===== config.mk =====
export PLATFORM = sky130hd
export DESIGN_NAME = rsdp_port
export DESIGN_NICKNAME = d
export VERILOG_FILES = /design/src/rsdp_pkg.sv /design/src/rsdp_tick_if.sv /design/src/rsdp_bit_timer.sv /design/src/rsdp_port.sv
export SDC_FILE = /design/constraint.sdc
export NUM_CORES = 1
export LEC_CHECK = 0
export BUFFER_PORTS_ARGS = -buffer_cell sky130_fd_sc_hd__buf_2
export CAP_MARGIN = 20
export CORE_MARGIN = 5
export CORE_UTILIZATION = 55
export DETAILED_ROUTE_END_ITERATION = 8
export PLACE_DENSITY = 0.77
export SLEW_MARGIN = 20
export SYNTH_ARGS = -nofsm -noshare
export SYNTH_HDL_FRONTEND = slang
export SYNTH_SLANG_ARGS = --single-unit
export TNS_END_PERCENT = 100

===== constraint.sdc =====
create_clock -name CLK -period 2 [get_ports CLK]
set_input_delay 0.3 -clock CLK [delete_from_list [all_inputs] [get_ports CLK]]
set_output_delay 0.3 -clock CLK [all_outputs]
set_load 0.01 [all_outputs]

===== src/rsdp_pkg.sv =====
// Constants and types shared by the raw sample debug port
package rsdp_pkg;
  localparam int SAMPLE_W      = 12;
  localparam int LANES         = 4;
  localparam int EDGES_PER_SMP = SAMPLE_W / LANES;
  localparam int FRAME_EDGES   = 12;
  localparam int FRAME_HI      = FRAME_EDGES / 2;
  localparam int EDGE_W        = 4;

  // Aggregate rates in Mbps
  localparam int RATE_400_MBPS = 400;
  localparam int RATE_320_MBPS = 320;
  localparam int RATE_200_MBPS = 200;
  localparam int RATE_160_MBPS = 160;
  // Scaled timing: bit interval in CLK cycles is RATE_REF_MBPS / rate
  localparam int RATE_REF_MBPS = 1600;
  localparam int CNT_W         = 4;
  localparam logic [CNT_W-1:0] BIT_CYC_400 = CNT_W'(RATE_REF_MBPS / RATE_400_MBPS);
  localparam logic [CNT_W-1:0] BIT_CYC_320 = CNT_W'(RATE_REF_MBPS / RATE_320_MBPS);
  localparam logic [CNT_W-1:0] BIT_CYC_200 = CNT_W'(RATE_REF_MBPS / RATE_200_MBPS);
  localparam logic [CNT_W-1:0] BIT_CYC_160 = CNT_W'(RATE_REF_MBPS / RATE_160_MBPS);

  typedef enum logic [1:0] {
    RSDP_RATE_400 = 2'b00,
    RSDP_RATE_320 = 2'b01,
    RSDP_RATE_200 = 2'b10,
    RSDP_RATE_160 = 2'b11
  } rsdp_rate_t;

  typedef enum logic [0:0] {
    RSDP_IDLE  = 1'b0,
    RSDP_FRAME = 1'b1
  } rsdp_state_t;
endpackage : rsdp_pkg


===== src/rsdp_tick_if.sv =====
// Carrier between the bit timer and the port core
`timescale 1ns/1ns
interface rsdp_tick_if;
  import rsdp_pkg::*;
  rsdp_rate_t rate;
  logic       tick;
  modport timer (input rate, output tick);
  modport core  (output rate, input tick);
endinterface : rsdp_tick_if


===== src/rsdp_bit_timer.sv =====
// Bit interval divider: one tick per forwarded clock edge
`timescale 1ns/1ns
module rsdp_bit_timer
  import rsdp_pkg::*;
(
  input  wire logic   clk,
  input  wire logic   reset,
  rsdp_tick_if.timer  tk
);
  logic [CNT_W-1:0] cnt;

  function automatic logic [CNT_W-1:0] interval(input rsdp_rate_t r);
    case (r)
      RSDP_RATE_400: interval = BIT_CYC_400;
      RSDP_RATE_320: interval = BIT_CYC_320;
      RSDP_RATE_200: interval = BIT_CYC_200;
      default:       interval = BIT_CYC_160;
    endcase
  endfunction : interval

  // Free running, so the forwarded clock never pauses
  always_ff @(posedge clk) begin
    if (reset) begin
      cnt     <= '0;
      tk.tick <= 1'b0;
    end else if (cnt >= interval(tk.rate) - CNT_W'(1)) begin
      cnt     <= '0;
      tk.tick <= 1'b1;
    end else begin
      cnt     <= cnt + CNT_W'(1);
      tk.tick <= 1'b0;
    end
  end
endmodule : rsdp_bit_timer


===== src/rsdp_port.sv =====
// Transmit side of the raw sample debug port
`timescale 1ns/1ns
// Summary of operation
// - Outputs are four data lanes, a forwarded bit clock and a frame marker.
// - Aggregate rate is one of 400, 320, 200 or 160 Mbps.
// - A 12-bit sample goes out over four lanes in three edges, samples back to back.
// - A frame spans twelve bit clock edges, carrying forty-eight bits.
// - Frame marker may pause with idle gaps while no sample is pending.
// - Forwarded bit clock toggles continuously, gaps included.
// - Forwarded bit clock is derived from the block's own front-end clock.
// - A new frame's first bits launch on a rising bit clock edge.
// - Frame marker stays stable over each whole data bit interval.
module rsdp_port
  import rsdp_pkg::*;
(
  input  wire logic                CLK,
  input  wire logic                RESET,
  input  wire logic [1:0]          RATE_SEL,
  input  wire logic [SAMPLE_W-1:0] SAMPLE_DATA,
  input  wire logic                SAMPLE_VALID,
  output logic                     SAMPLE_READY,
  output logic [LANES-1:0]         DEBUG_DATA_LANE,
  output logic                     FORWARDED_BIT_CLOCK,
  output logic                     FRAME_MARKER_CLOCK
);
  rsdp_tick_if tk ();

  rsdp_state_t           state;
  logic [EDGE_W-1:0]     edge_cnt;
  logic [SAMPLE_W-1:0]   hold;
  logic                  hold_full;
  logic [SAMPLE_W-1:0]   shifter;
  logic [1:0]            piece;
  logic                  load_now;
  logic [SAMPLE_W-1:0]   next_shifter;
  logic                  frame_last;
  logic                  start_ok;
  logic                  opening;
  logic                  mid_frame;
  logic                  group_next;
  logic                  take;
  logic                  consume;
  logic                  next_marker;
  logic [LANES-1:0]      next_lanes;

  assign tk.rate = rsdp_rate_t'(RATE_SEL);

  rsdp_bit_timer u_timer (
    .clk   (CLK),
    .reset (RESET),
    .tk    (tk)
  );

  // Forwarded clock toggles on every tick, derived from CLK
  always_ff @(posedge CLK) begin
    if (RESET)
      FORWARDED_BIT_CLOCK <= 1'b0;
    else if (tk.tick)
      FORWARDED_BIT_CLOCK <= ~FORWARDED_BIT_CLOCK;
  end

  // Frames open only ahead of a rising bit clock edge
  function automatic logic may_open(input logic bclk_now,
                                    input logic word_held);
    may_open = !bclk_now && word_held;
  endfunction : may_open

  // Lane zero takes the top bit of the group
  function automatic logic [LANES-1:0] lane_map(input logic [SAMPLE_W-1:0] word);
    lane_map = '0;
    for (int i = 0; i < LANES; i++)
      lane_map[i] = word[SAMPLE_W-1-i];
  endfunction : lane_map

  // Twelfth edge already shown; the next tick either ends or reopens the frame
  assign frame_last = (state == RSDP_FRAME) && (edge_cnt == EDGE_W'(FRAME_EDGES));
  assign start_ok   = may_open(FORWARDED_BIT_CLOCK, hold_full);
  assign opening    = start_ok && (state == RSDP_IDLE || frame_last);
  assign mid_frame  = (state == RSDP_FRAME) && !frame_last;
  assign group_next = piece == 2'(0);

  // Frame state
  always_ff @(posedge CLK) begin
    if (RESET) begin
      state <= RSDP_IDLE;
    end else if (tk.tick) begin
      case (state)
        RSDP_IDLE: begin
          if (opening)
            state <= RSDP_FRAME;
        end
        RSDP_FRAME: begin
          // Twelfth edge falls, so a held word opens the next frame at once
          if (frame_last && !opening)
            state <= RSDP_IDLE;
        end
        default: begin
          state <= RSDP_IDLE;
        end
      endcase
    end
  end

  // Edges shown so far in this frame, one to twelve
  always_ff @(posedge CLK) begin
    if (RESET) begin
      edge_cnt <= '0;
    end else if (tk.tick) begin
      if (opening)
        edge_cnt <= EDGE_W'(1);
      else if (mid_frame)
        edge_cnt <= edge_cnt + EDGE_W'(1);
      else
        edge_cnt <= '0;
    end
  end

  // Position of the current sample inside its three-edge group
  always_ff @(posedge CLK) begin
    if (RESET) begin
      piece <= '0;
    end else if (tk.tick) begin
      if (opening)
        piece <= 2'(1);
      else if (mid_frame)
        piece <= (piece == 2'(EDGES_PER_SMP - 1)) ? '0 : piece + 2'(1);
      else
        piece <= '0;
    end
  end

  // A word leaves the hold at a frame's first edge and at each group boundary
  always_comb begin
    load_now = 1'b0;
    if (tk.tick) begin
      if (opening)
        load_now = 1'b1;
      else if (mid_frame)
        load_now = group_next;
    end
  end

  // High for edges one to six, low for seven to twelve and in gaps
  always_comb begin
    next_marker = 1'b0;
    if (opening)
      next_marker = 1'b1;
    else if (mid_frame)
      next_marker = edge_cnt < EDGE_W'(FRAME_HI);
  end

  // Missing sample mid-frame is padded with zero rather than stretching the frame
  always_comb begin
    next_shifter = shifter << LANES;
    if (load_now)
      next_shifter = hold_full ? hold : '0;
  end

  // Hold hand-off strobes
  assign take    = SAMPLE_VALID && SAMPLE_READY;
  assign consume = load_now && hold_full;

  // Single holding word, written only while it is empty
  always_ff @(posedge CLK) begin
    if (RESET)
      hold <= '0;
    else if (take)
      hold <= SAMPLE_DATA;
  end

  always_ff @(posedge CLK) begin
    if (RESET)
      hold_full <= 1'b0;
    else if (consume)
      hold_full <= 1'b0;
    else if (take)
      hold_full <= 1'b1;
  end

  // Registered ready reopens on the same edge that the hold empties
  always_ff @(posedge CLK) begin
    if (RESET)
      SAMPLE_READY <= 1'b0;
    else if (consume)
      SAMPLE_READY <= 1'b1;
    else if (take)
      SAMPLE_READY <= 1'b0;
    else
      SAMPLE_READY <= !hold_full;
  end

  // Lanes and marker change only with the bit clock, stable for the bit
  always_comb begin
    next_lanes = '0;
    if (opening || mid_frame)
      next_lanes = lane_map(next_shifter);
  end

  // Shifter cleared in gaps so a stale group cannot reappear
  always_ff @(posedge CLK) begin
    if (RESET)
      shifter <= '0;
    else if (tk.tick)
      shifter <= (opening || mid_frame) ? next_shifter : '0;
  end

  always_ff @(posedge CLK) begin
    if (RESET)
      DEBUG_DATA_LANE <= '0;
    else if (tk.tick)
      DEBUG_DATA_LANE <= next_lanes;
  end

  // Marker moves on the same tick as the lanes
  always_ff @(posedge CLK) begin
    if (RESET)
      FRAME_MARKER_CLOCK <= 1'b0;
    else if (tk.tick)
      FRAME_MARKER_CLOCK <= next_marker;
  end
endmodule : rsdp_port


==> results by group <==
Timing
  – Unrepaired setup endpoints after global routing: no
  – Final slew viol count: 0
  – Worst Skew: approximately 0.014 ns
  – Crit path time final: ~1.8 ns
  – Hold Fails Final Rpt: 0
  – Max_slew headroom: 66.9%
  – Setup TNS: 0 ns
  – Max Freq: about 570 MHz
  – Fin crit share: a little under 90%
  – Final-report setup violation count: 0
  – Tightest Pin Transition: between 0.4 and 0.5 ns

Clocking
  – Worst-Skew Late Latency: between 0.3 and 0.4 ns
  – H-Tree Depth: 2
  – CTS tree: done
  – Clock slew seen by the registers of the worst setup and hold paths: approximately 0.13 ns
  – Clock sinks: 40
  – Clock Tree Buf Depth: 2
  – CTS Root Buffer Type: clkbuf_4
  – Postcts setup bufs: 0
  – CTS Hold Bufs: 0
  – Cts repair resizes: 0
  – Total CTS buffers: 5

Worst setup path
  – CP Class: flop to flop
  – Worst Setup Start Kind: flop
  – Crit end category: flop
  – Worst Path Required: 2.30 ns
  – Critical path peak fanout: 8
  – Crit path DAT: about 2.1 ns

Synthesis
  – Register area share after synthesis: approximately 45%
  – Yosys warning count: 0
  – Post-synth ARST share: 0%
  – Mapped Cells: around 210
  – Synth area leaders: dfxtp_1, nand2_1, ha_1
  – Synth Cell Area: 0.00177 mm^2
  – Synth area leader: dfxtp_1
  – Unique masters post-synth: 35
  – Count of flip-flops with a built-in enable after synthesis: 0
  – Commonest cells in the netlist: dfxtp_1, nand2_1, a21oi_1, nand3_1, nor2_1
  – Top-area cell type share of the netlist area: between 40 and 50%
  – FF+latch count, synth: 40
  – Mapped Nets: around 230
  – Ys flop type: dfxtp_1
  – Avg Synthesized Cell Area: around 8.5 um^2

Floorplanning
  – Die Span X: about 67 um
  – Rows: 20
  – Die footprint: ~0.0044 mm^2
  – Core area: 0.00308 mm^2
  – I/O Pins: 24
  – Die H: about 67 um
  – Initial core utilization: a little under three fifths

Route
  – Routed WL: around 3600 um
  – # DRC: 0
  – Drt pass-1 iters: 4
  – 1st-iter DRT viols: a little over 100
  – ANT nets after route: 0
  – DR vias: approximately 1400
  – Post-DR wirelength/cell: 12.8 um
  – Via-per-instance ratio: 5.19

GRT
  – Initial antenna violation count: 0
  – GRT Total Usage: a little under a fifth
  – First-pass GRT wire length: about 6300 um
  – GRT Residual Overflow: 0
  – Largest net degree at the start of global routing: 25
  – Vias in the first global route: about 1400

Outcome
  – Outcome: completed

Place
  – DP Cell Count: 270
  – I/O Buffers: 23
  – Global placement routability congestion: between 0.8 and 0.9
  – Placement Cell Area: between 0.0015 and 0.002 mm^2
  – Detailed Place HPWL: 2490 um

Layout
  – Share of cells above drive strength 1: ~18%
  – Fillcell total: between 200 and 300
  – Post-route insts no fill: about 280
  – Fin nets: between 200 and 300
  – Antenna Cells: 0
  – Layout area overhead: 15.0%
  – Design Area, Final: about 0.0020 mm^2

Pwr
  – Pwr dens: approximately 820 mW/mm^2
  – Cell leakage power: 0.796 nW
  – Peak supply drop: 0.483 mV

Hold path
  – Worst min path class: input port to flop

Job
  – Max-Cap Viols: 0
-- critical path, stage by stage (launching register included) --
cell      delay, ns
dfxtp_1        0.44
inv_1          0.07
ha_1           0.22
and3_4         0.21
nor2_2         0.34
buf_4          0.20
a21boi_0       0.07
a22oi_1        0.15
-- power breakdown --
part / switching (mW) / total [mW] / internal, mW
combinational: 0.115 / 0.200 / 0.0855
sequential: 0.0402 / 0.876 / 0.836
clock: 0.279 / 0.578 / 0.299
total: 0.434 / 1.65 / 1.22
-- routing by layer --
metal / wire length (um) / track usage, %
met2: 1590 / 28.1
met5: 0 / 0
met3: 167 / 6.41
met1: 1720 / 24.5
met4: 68 / 8.63
-- logic make-up (layout without fill, tap and decap cells) --
logic type,after synthesis,in the layout,share of synthesized area [%]
AOI/OAI and AO/OA,54,54,21.0
buffers and inverters,20,47,4.46
xor gates and xnor gates,4,4,1.98
DFF,40,40,45.4
and+or+nand+nor,80,80,20.8
adders and majority gates,9,9,6.38
-- registers in the layout, indices dropped and copies added, names as in the netlist --
name / count
SAMPLE_READY: 1
state: 1
DEBUG_DATA_LANE: 4
hold_full: 1
hold: 12
FRAME_MARKER_CLOCK: 1
shifter: 8
u_timer.cnt: 4
piece: 2
edge_cnt: 4
u_timer.tk.tick: 1
FORWARDED_BIT_CLOCK: 1
-- layout by cell type, fill, tap and decap left out, types with 2 or more instances in the layout --
cell	instances
o21ai_1	3
a21boi_0	9
nand4b_1	2
buf_2	23
clkbuf_4	5
nor2_2	2
xor2_1	2
a22o_1	4
a211oi_1	2
o21ai_0	2
xnor2_1	2
a22oi_1	8
buf_4	6
nor2_1	11
dfxtp_1	40
a21oi_1	20
inv_1	10
ha_1	9
nand2b_1	4
nand3_1	13
nand2_1	40
-- cell type report --
cell class              instances  area [um^2]  area share [%]
clock inverters                 2         38.8            1.91
multi-input cells             147          886            43.6
repair buffers                 29          160            7.89
clock buffers                   6         51.3            2.53
flip-flops and latches         40          801            39.5
well taps                      44         55.1            2.71
inverters                      10         37.5            1.85
-- metrics by stage --
step	total power, mW	hold WS (ns)	worst slack (ns)	utilization, %
floorplan	1.03	0.430	0.465	-
global placement	1.09	0.435	0.292	63.0
detailed placement	1.10	0.445	0.233	63.0
CTS	1.67	0.149	0.252	65.9
global route	1.75	0.140	0.117	65.9
finish	1.65	0.163	0.236	65.9
-- final timing paths --
kind | startpoint | end | slack [ns] | cells after the start
hold reg to reg | FRAME_MARKER_CLOCK | FRAME_MARKER_CLOCK | 0.46 | 2
setup reg to reg | edge_cnt[1] | DEBUG_DATA_LANE[3] | 0.24 | 7
setup / recovery | edge_cnt[1] | DEBUG_DATA_LANE[3] | 0.24 | 7
hold / removal | SAMPLE_DATA[11] | hold[11] | 0.16 | 3
(Power assumes the default switching activity.)
